`config.mk`:
```
export PLATFORM = sky130hd
export DESIGN_NAME = htbk_top
export DESIGN_NICKNAME = d
export VERILOG_FILES = /design/src/common/htbk_pkg.sv /design/src/design/htbk_irq.sv /design/src/design/htbk_ontime.sv /design/src/design/htbk_top.sv
export SDC_FILE = /design/constraint.sdc
export NUM_CORES = 1
export LEC_CHECK = 0
export BUFFER_PORTS_ARGS = -buffer_cell sky130_fd_sc_hd__buf_4
export CAP_MARGIN = 20
export CORE_MARGIN = 10
export CORE_UTILIZATION = 35
export CTS_CLUSTER_DIAMETER = 50
export DETAILED_ROUTE_END_ITERATION = 16
export GPL_TIMING_DRIVEN = 1
export PLACE_DENSITY = 0.54
export SLEW_MARGIN = 10
export SYNTH_ARGS = -nofsm -noshare
export SYNTH_HDL_FRONTEND = slang
export SYNTH_SLANG_ARGS = --single-unit
```
`constraint.sdc`:
```
create_clock -name ref_clk_i -period 3.9 [get_ports ref_clk_i]
set_input_delay 1.17 -clock ref_clk_i [delete_from_list [all_inputs] [get_ports ref_clk_i]]
set_output_delay 1.17 -clock ref_clk_i [all_outputs]
set_load 0.01 [all_outputs]
```
`src/common/htbk_pkg.sv`:
```
// shared constants for the heater break alarm block
package htbk_pkg;
   // timing: evaluation needs an unbroken on-period of this length
   localparam int unsigned CLK_HZ     = 200_000_000;
   localparam int unsigned ON_MIN_MS  = 190;
   localparam int unsigned ON_MIN_CYC = ON_MIN_MS * (CLK_HZ / 1000);
   localparam int unsigned ON_CNT_W   = 26;

   // current and threshold values are in tenths of an ampere
   localparam int unsigned CUR_W      = 10;
   localparam logic [9:0]  THR_OFF    = 10'h000;  // 0.0 A: alarm held off
   localparam logic [9:0]  THR_FORCE  = 10'h1F4;  // 50.0 A: alarm forced on
   localparam logic [9:0]  CUR_OVER   = 10'h226;  // 55.0 A: monitor over range
   localparam logic [15:0] CUR_OVER_RD = 16'hFFFF;

   // register byte addresses
   localparam logic [4:0] REG_CTRL    = 5'h00;
   localparam logic [4:0] REG_THR     = 5'h04;
   localparam logic [4:0] REG_CUR     = 5'h08;
   localparam logic [4:0] REG_STAT    = 5'h0C;
   localparam logic [4:0] REG_IRQ_ST  = 5'h10;
   localparam logic [4:0] REG_IRQ_EN  = 5'h14;
   localparam logic [4:0] REG_IRQ_CLR = 5'h18;

   // control register fields
   localparam int unsigned CTRL_HOLD   = 0;
   localparam int unsigned CTRL_PULSED = 1;
   localparam int unsigned CTRL_AUX_LO = 2;
   localparam logic [1:0]  AUX_NONE    = 2'h0;
   localparam logic [1:0]  AUX_ONE     = 2'h1;
   localparam logic [1:0]  AUX_TWO     = 2'h2;

   // status register fields
   localparam int unsigned ST_ALARM   = 0;
   localparam int unsigned ST_MEAS_OK = 1;
   localparam int unsigned ST_ON_OK   = 2;

   // interrupt event bits
   localparam int unsigned IRQ_W   = 3;
   localparam int unsigned EV_RISE = 0;
   localparam int unsigned EV_FALL = 1;
   localparam int unsigned EV_OVER = 2;
endpackage

```
`src/design/htbk_irq.sv`:
```
// sticky event status, enable mask and level interrupt output
`timescale 1ns/10ps
`default_nettype none
module htbk_irq (
   input  wire logic                       ref_clk_i,
   input  wire logic                       srst_i,
   input  wire logic [htbk_pkg::IRQ_W-1:0] event_i,
   input  wire logic                       en_we_i,
   input  wire logic                       clr_we_i,
   input  wire logic [htbk_pkg::IRQ_W-1:0] wdata_i,
   output var  logic [htbk_pkg::IRQ_W-1:0] status_o,
   output var  logic [htbk_pkg::IRQ_W-1:0] enable_o,
   output var  logic                       irq_o
);
   import htbk_pkg::*;

   typedef struct packed {
      logic [IRQ_W-1:0] status;
      logic [IRQ_W-1:0] enable;
      logic             irq;
   } htbk_irq_t;

   htbk_irq_t r;
   htbk_irq_t next_r;

   // a set in the same cycle as its clear wins, so no event is lost
   always_comb begin
      next_r = r;
      if (clr_we_i) begin
         next_r.status = r.status & ~wdata_i;
      end
      next_r.status = next_r.status | event_i;
      if (en_we_i) begin
         next_r.enable = wdata_i;
      end
      next_r.irq = |(next_r.status & next_r.enable);
   end

   always_ff @(posedge ref_clk_i) begin
      if (srst_i) begin
         r <= '0;
      end else begin
         r <= next_r;
      end
   end

   assign status_o = r.status;
   assign enable_o = r.enable;
   assign irq_o    = r.irq;
endmodule // htbk_irq
`default_nettype wire

```
`src/design/htbk_ontime.sv`:
```
// qualifies control output on-periods that last long enough to evaluate
`timescale 1ns/10ps
`default_nettype none
module htbk_ontime #(
   parameter int unsigned MIN_CYC = htbk_pkg::ON_MIN_CYC
) (
   input  wire logic ref_clk_i,
   input  wire logic srst_i,
   input  wire logic heat_on_i,
   output var  logic on_ok_o
);
   import htbk_pkg::*;

   localparam logic [ON_CNT_W-1:0] MIN_CNT = ON_CNT_W'(MIN_CYC);

   typedef struct packed {
      logic [ON_CNT_W-1:0] cnt;
      logic                ok;
   } htbk_ontime_t;

   htbk_ontime_t r;
   htbk_ontime_t next_r;

   // any gap in the on-period restarts the count; saturates on long pulses
   always_comb begin
      next_r = r;
      if (!heat_on_i) begin
         next_r.cnt = '0;
      end else if (r.cnt != '1) begin
         next_r.cnt = r.cnt + 1'b1;
      end
      next_r.ok = heat_on_i && (next_r.cnt >= MIN_CNT);
   end

   always_ff @(posedge ref_clk_i) begin
      if (srst_i) begin
         r <= '0;
      end else begin
         r <= next_r;
      end
   end

   assign on_ok_o = r.ok;
endmodule // htbk_ontime
`default_nettype wire

```
`src/design/htbk_top.sv`:
```
// heater break alarm: current capture, threshold compare, hold, routing, registers
//
// Operation
// - detection and the alarm exist only while the heat output is set up as pulsed.
// - the alarm is driven onto auxiliary output one or two, whichever is selected.
// - the alarm is raised when the measured current is below the threshold.
// - threshold takes 0.1 to 49.9 A; 0.0 holds the alarm off, 50.0 forces it on.
// - with hold on, a raised alarm stays until threshold 0.0 is written or reset; the code also releases it when the pulsed setting is cleared.
// - the alarm never alters the control output, which passes on unchanged.
// - only unbroken on-periods of 190 ms or more are evaluated.
// - the measured current is readable as a heater current monitor value.
// - at 55.0 A or more the monitor reads an over-range code instead of a value.
//
// Our own choices: the Avalon-MM interface to the registers and the register addresses.
`timescale 1ns/10ps
`default_nettype none
module htbk_top #(
   parameter int unsigned MIN_CYC = htbk_pkg::ON_MIN_CYC
) (
   input  wire logic                       ref_clk_i,
   input  wire logic                       srst_i,
   input  wire logic [4:0]                 avs_address_i,
   input  wire logic                       avs_read_i,
   input  wire logic                       avs_write_i,
   input  wire logic [31:0]                avs_writedata_i,
   input  wire logic [3:0]                 avs_byteenable_i,
   output var  logic [31:0]                avs_readdata_o,
   output var  logic                       avs_waitrequest_o,
   input  wire logic                       heat_on_i,
   input  wire logic [htbk_pkg::CUR_W-1:0] sample_i,
   input  wire logic                       sample_valid_i,
   output var  logic                       ctrl_out_o,
   output var  logic                       aux1_o,
   output var  logic                       aux2_o,
   output var  logic                       irq_o
);
   import htbk_pkg::*;

   typedef struct packed {
      logic             waitreq;
      logic [31:0]      rdata;
      logic             hold_en;
      logic             pulsed;
      logic [1:0]       aux_sel;
      logic [CUR_W-1:0] thr;
      logic [CUR_W-1:0] meas;
      logic             meas_ok;
      logic             alarm;
      logic             aux1;
      logic             aux2;
      logic             ctrl_out;
   } htbk_top_t;

   htbk_top_t        r;
   htbk_top_t        next_r;
   logic             on_ok;
   logic [IRQ_W-1:0] irq_status;
   logic [IRQ_W-1:0] irq_enable;
   logic [IRQ_W-1:0] events;
   logic             irq_en_we;
   logic             irq_clr_we;
   logic             wr_go;
   logic             cap;
   logic             eval;

   // over-range test, shared by readback and the event
   function automatic logic is_over(input logic [CUR_W-1:0] v);
      return v >= CUR_OVER;
   endfunction

   // monitor value as software sees it
   function automatic logic [15:0] cur_view(input logic [CUR_W-1:0] v);
      return is_over(v) ? CUR_OVER_RD : {6'h00, v};
   endfunction

   htbk_ontime #(
      .MIN_CYC   (MIN_CYC)
   ) u_ontime (
      .ref_clk_i (ref_clk_i),
      .srst_i    (srst_i),
      .heat_on_i (heat_on_i),
      .on_ok_o   (on_ok)
   );

   htbk_irq u_irq (
      .ref_clk_i (ref_clk_i),
      .srst_i    (srst_i),
      .event_i   (events),
      .en_we_i   (irq_en_we),
      .clr_we_i  (irq_clr_we),
      .wdata_i   (avs_writedata_i[IRQ_W-1:0]),
      .status_o  (irq_status),
      .enable_o  (irq_enable),
      .irq_o     (irq_o)
   );

   // writes land on the edge where the master sees waitrequest low
   assign wr_go      = avs_write_i && !r.waitreq;
   assign irq_en_we  = wr_go && avs_address_i == REG_IRQ_EN && avs_byteenable_i[0];
   assign irq_clr_we = wr_go && avs_address_i == REG_IRQ_CLR && avs_byteenable_i[0];

   // capture only while the heater is driven; off-phases read no current
   assign cap  = heat_on_i && sample_valid_i;
   assign eval = r.pulsed && on_ok && cap;

   // alarm transitions and over-range samples raise interrupt events
   assign events[EV_RISE] = next_r.alarm && !r.alarm;
   assign events[EV_FALL] = !next_r.alarm && r.alarm;
   assign events[EV_OVER] = cap && is_over(sample_i);

   // detection, routing and register access
   always_comb begin
      logic [31:0] rd;
      rd     = '0;
      next_r = r;

      // one wait cycle per access keeps read data registered
      // costs two cycles per access, but no read path is combinational
      next_r.waitreq = !((avs_read_i || avs_write_i) && r.waitreq);
      case (avs_address_i)
         REG_CTRL: begin
            rd[CTRL_HOLD]                 = r.hold_en;
            rd[CTRL_PULSED]               = r.pulsed;
            rd[CTRL_AUX_LO+1:CTRL_AUX_LO] = r.aux_sel;
         end
         REG_THR: begin
            rd[CUR_W-1:0] = r.thr;
         end
         REG_CUR: begin
            rd[15:0] = cur_view(r.meas);
         end
         REG_STAT: begin
            rd[ST_ALARM]   = r.alarm;
            rd[ST_MEAS_OK] = r.meas_ok;
            rd[ST_ON_OK]   = on_ok;
         end
         REG_IRQ_ST: begin
            rd[IRQ_W-1:0] = irq_status;
         end
         REG_IRQ_EN: begin
            rd[IRQ_W-1:0] = irq_enable;
         end
         default: begin
            rd = '0; // clear register and unmapped addresses read zero
         end
      endcase
      if (avs_read_i && r.waitreq) begin
         next_r.rdata = rd;
      end

      // last on-phase sample stays for readback; the compare uses the live sample_i
      if (cap) begin
         next_r.meas    = sample_i;
         next_r.meas_ok = 1'b1;
      end

      // threshold extremes override the measurement
      if (!r.pulsed) begin
         next_r.alarm = 1'b0;
      end else if (r.thr == THR_OFF) begin
         next_r.alarm = 1'b0;
      end else if (r.thr == THR_FORCE) begin
         next_r.alarm = 1'b1;
      end else if (eval) begin
         next_r.alarm = (sample_i < r.thr) || (r.hold_en && r.alarm);
      end

      // routing to the selected auxiliary output
      next_r.aux1 = next_r.alarm && r.aux_sel == AUX_ONE;
      next_r.aux2 = next_r.alarm && r.aux_sel == AUX_TWO;

      // control output is a plain retime, the alarm has no path into it
      next_r.ctrl_out = heat_on_i;

      // register writes; a threshold above 50.0 A is ignored
      if (wr_go && avs_byteenable_i[0]) begin
         if (avs_address_i == REG_CTRL) begin
            next_r.hold_en = avs_writedata_i[CTRL_HOLD];
            next_r.pulsed  = avs_writedata_i[CTRL_PULSED];
            next_r.aux_sel = avs_writedata_i[CTRL_AUX_LO+1:CTRL_AUX_LO];
         end
      end
      if (wr_go && avs_byteenable_i[1:0] == 2'h3 && avs_address_i == REG_THR) begin
         if (avs_writedata_i[15:0] <= {6'h00, THR_FORCE}) begin
            next_r.thr = avs_writedata_i[CUR_W-1:0];
         end
      end
   end

   always_ff @(posedge ref_clk_i) begin
      if (srst_i) begin
         r         <= '0;
         r.waitreq <= 1'b1;
      end else begin
         r <= next_r;
      end
   end

   assign avs_readdata_o    = r.rdata;
   assign avs_waitrequest_o = r.waitreq;
   assign ctrl_out_o        = r.ctrl_out;
   assign aux1_o            = r.aux1;
   assign aux2_o            = r.aux2;

   // thresholds strictly inside the range leave the decision to the compare
   logic thr_mid;
   assign thr_mid = r.thr != THR_OFF && r.thr != THR_FORCE;
endmodule // htbk_top
`default_nettype wire

```
==> impl_summary.log <==
INFO  metric rsz0062_at_grt = false
INFO  metric final_cell_area = 4790 um2
INFO  metric dieArea = 16490 um2
INFO  metric worst-endpoint-arrival = 3520 ps
INFO  metric synth-edff-count = 0
INFO  metric synth.avg_cell_area = 8.278 um2
INFO  metric cts.path.max_buffers = 2
INFO  metric layout_setup_ws = 648.2 ps
INFO  metric die_h = 128.4 um
INFO  metric setup.worst_path.end_class = flop
INFO  metric residual_drc = 0
INFO  metric placeableCoreArea = 11470 um2
INFO  metric power = 1.759 mW
INFO  metric run_status = completed
INFO  metric layout_worst_path_cycle_share = 0.8338
INFO  metric power.static_leakage = 1.846 nW
INFO  metric post_cts_resized = 0
INFO  metric num_antenna_cells = 0
INFO  metric io_pins = 94
INFO  metric globalRouteOverflowTotal = 0
INFO  metric final_layout_size_suffix_gt1_frac = 0.1676
INFO  metric cts_tree = yes
INFO  metric synth_area_leader_cell = sky130_fd_sc_hd__dfxtp_1
INFO  metric worst_setup_path_start_kind = primary input
INFO  metric detailed_place.area = 4493 um2
INFO  metric synth_sequential_area_ratio = 0.3650
INFO  metric timing.max_cap.violations = 0
INFO  metric timing.reg2reg.setup_slack = 1060 ps
INFO  metric muxShareOfSynthArea = 0.04897
INFO  metric critical_path.max_fanout = 7
INFO  metric synth_top_cells_by_area = sky130_fd_sc_hd__dfxtp_1, sky130_fd_sc_hd__buf_4, sky130_fd_sc_hd__nor2_1, sky130_fd_sc_hd__mux2i_1, sky130_fd_sc_hd__nand2_1
INFO  metric hold_violations = 0
INFO  metric ctsRootBufferMaster = sky130_fd_sc_hd__clkbuf_16
INFO  metric detail_route.vias_per_cell = 5.300
INFO  metric global_route.usage.total = 0.1331
INFO  metric route.antenna.remaining_nets = 0
INFO  metric kind_of_cell_adding_the_most_delay_to_the_critical_path = compound AO/OA/AOI/OAI gates
INFO  metric clk-insertion-delay-late = 330 ps
INFO  metric number_of_max_slew_violations_in_the_final_report = 0
INFO  metric synthSimpleGateAreaFrac = 0.2573
INFO  metric detail_route.first_pass.iterations = 4
INFO  metric grt_start_max_net_pins = 47
INFO  metric dominant_combinational_cell_family_by_area_after_synthesis = simple AND/OR/NAND/NOR gates
INFO  metric seq_power_share = 0.448
INFO  metric cts_sinks = 75
INFO  metric dpl_wire_length = 8281 um
INFO  metric syn2layout_area_growth = 16.42%
INFO  metric holdCritStartpoint = r[5]$_SDFFE_PP0P_
INFO  metric antenna_found_initial = 0
INFO  metric synth_async_sr_flop_share = 0
INFO  metric cp_slowest_stage_delay = 450 ps
INFO  metric clock_skew = 4.650 ps
INFO  metric p_sw_frac = 0.2325
INFO  metric number_of_storage_elements_in_the_synthesis_netlist = 75
INFO  metric min_period = 3252 ps
INFO  metric combinational_cell_fraction_of_total_power = 0.075
INFO  metric worst-endpoint-required = 4170 ps
INFO  metric placement_rows = 39
INFO  metric achievable-frequency = 0.3075 GHz
INFO  metric design.final.nets = 599
INFO  metric switching_power = 409.0 uW
INFO  metric synthesis.area = 4114 um2
INFO  metric clockPowerShare = 0.477
INFO  metric die_width = 128.4 um
INFO  metric timing.critical_path.buf_inv = 1
INFO  metric h-tree-depth = 3
INFO  metric gpl.final_weighted_congestion = 0.8477
INFO  metric detailedPlace.worstSlack = 302.2 ps
INFO  metric worst-setup-path-type = in -> reg
INFO  metric start_util = 0.3588
INFO  metric io_buffer_count = 59
INFO  metric grt_pass1_vias = 3530
INFO  metric synth_compound_area_frac = 0.1621
INFO  metric worst_setup_hold_path_clk_slew = 60 ps
INFO  metric post_cts_setup_buffer_count = 0
INFO  metric slew_headroom = 0.5359
INFO  metric post-synth-top-area-fraction = 0.3650
INFO  metric route.detailed.wl_per_inst = 16.22 um
INFO  metric drt-initial-drc-count = 219
INFO  metric min_to = r[5]$_SDFFE_PP0P_
INFO  metric setup_violations = 0
INFO  metric timing_worst_slew_pin_value = 694.1 ps
INFO  metric netlist_instances = 497
INFO  metric worst_hold_stages = 2
INFO  metric worst_r2r_endpoint = u_irq.irq_o$_SDFF_PP0_
INFO  metric detailroute.via_count = 3604
INFO  metric final_core_util = 0.4177
INFO  metric fin_hold_ws = 452.1 ps
INFO  metric numPlacedInstances = 664
INFO  metric grt_pass1_wl = 17960 um
INFO  metric worst_path_most_repeated_cell = sky130_fd_sc_hd__a21o_1
INFO  metric layout.cells.non_filler = 680
INFO  metric internal_power = 1.350 mW
INFO  metric min_path_type = reg -> reg
INFO  metric yosysWarningCount = 0
INFO  metric synth_fa_ha_area_frac = 0.03041
INFO  metric number_of_cts_inserted_buffers = 9
INFO  metric timing.rr.start = r[22]$_SDFFE_PP0P_
INFO  metric yosys_most_used_dff = sky130_fd_sc_hd__dfxtp_1
INFO  metric synthXorXnorAreaFrac = 0.04258
INFO  metric power_density = 367.2 nW/um2
INFO  metric cts_hold_bufs = 0
INFO  metric route.final.wire_length = 11030 um
INFO  metric synth_unique_cells = 66
INFO  metric final.setup.tns = 0 ps
INFO  metric crit_slowest_cell = sky130_fd_sc_hd__or3b_1
INFO  metric crit_path_cell_trace = buf_4 -> ha_1 -> a21o_1 -> a21o_1 -> a211o_1 -> a2111oi_0 -> o211ai_1 -> or3b_1 -> nand4_1
INFO  metric worst-r2r-cell-count = 9
INFO  metric peakVddDrop = 0.0002406 V
routing by layer:
metal | vias up | GRT usage | wire length, um
met5 | - | 0 | 0
li1 | 1807 | - | -
met2 | 92 | 0.2106 | 5124
met3 | 12 | 0.03984 | 633
met1 | 1693 | 0.1650 | 5101
met4 | 0 | 0.05563 | 169
placed cells by master, fill, tap and decap left out, drive strengths merged, types with 3 or more instances in the layout:
cell     netlist  routed
a21o           5       5
nand3         12      12
xor2           7       7
a21oi         32      32
mux2i         19      19
xnor2         13      13
nor4          13      13
dfxtp         75      75
buf           37      63
nor3b          3       3
a2111oi        5       5
o211ai         6       6
nor3          14      14
nor2b          5       5
and4           3       3
nand2b         6       6
and2           3       3
nand4         12      12
a32oi          3       3
a22oi          3       3
o21ai         23      23
conb           1      16
ha            10      10
or3            4       4
a221o          3       3
nand2         45      45
inv           14      14
clkbuf        17      12
or2            4       4
a211o          3       3
nor2          60      60
and3           6       6
worst min-delay path, delay by kind of cell, from the launching register on:
| family | cells | cell delay (ps) |
|---|---|---|
| DFF | 1 | 300 |
| AOI/OAI and AO/OA | 1 | 50 |
| and+or+nand+nor | 1 | 50 |
power groups by stage:
stage                     combinational (mW)  sequential [mW]  clock, mW
final                                  0.131            0.788      0.839
after CTS                              0.132            0.788      0.861
after detailed placement               0.131            0.805          0
after floorplan                       0.0856            0.803          0
after global placement                 0.130            0.805          0
after global routing                   0.147            0.790      0.895
cells by family (layout without fill, tap and decap cells):
kind of cell,after synthesis,after routing
other,1,16
XOR/XNOR,20,20
AO/OA/AOI/OAI,101,101
multiplexers,20,20
adder cells (fa/ha/maj),10,10
buffers and inverters,68,93
flip-flops,75,75
AND/OR/NAND/NOR,202,202
area by class of cell:
| type | count | area (um2) |
|---|---|---|
| multi-input combinational | 369 | 2287 |
| clock buffer | 12 | 246.5 |
| inverter | 14 | 52.55 |
| sequential | 75 | 1501 |
| clock inverter | 4 | 50.05 |
| tap | 143 | 178.9 |
| timing repair buffer | 63 | 473.0 |
| fill | 1170 | 6678 |
state kept, by name, summed over array words and instances (netlist names):
name / flops
avs_readdata_o: 11
aux2_o: 1
ctrl_out_o: 1
aux1_o: 1
u_ontime.r: 26
u_irq.enable_o: 3
r: 26
u_ontime.on_ok_o: 1
avs_waitrequest_o: 1
u_irq.irq_o: 1
u_irq.status_o: 3
how the worst max path moves through the flow:
| stage | startpoint | end | slack (ps) | cells after the start |
|---|---|---|---|---|
| after floorplan | sample_i[7] | u_irq.irq_o$_SDFF_PP0_ | 760 | 8 |
| after global placement | sample_i[7] | u_irq.irq_o$_SDFF_PP0_ | 380 | 9 |
| after detailed placement | sample_i[7] | u_irq.irq_o$_SDFF_PP0_ | 300 | 9 |
| after CTS | sample_i[7] | u_irq.irq_o$_SDFF_PP0_ | 650 | 9 |
| after global routing | sample_i[7] | u_irq.irq_o$_SDFF_PP0_ | 560 | 9 |
| final | sample_i[7] | u_irq.irq_o$_SDFF_PP0_ | 650 | 9 |
Yosys cell counts, drive strengths merged (4+ instances only):
cell type  instances
a2111oi            5
a21o               5
a21oi             32
and3               6
buf               37
clkbuf            17
dfxtp             75
ha                10
inv               14
mux2i             19
nand2             45
nand2b             6
nand3             12
nand4             12
nor2              60
nor2b              5
nor3              14
nor4              13
o211ai             6
o21ai             23
or2                4
or3                4
xnor2             13
xor2               7
Power figures use the tool's default switching activity.
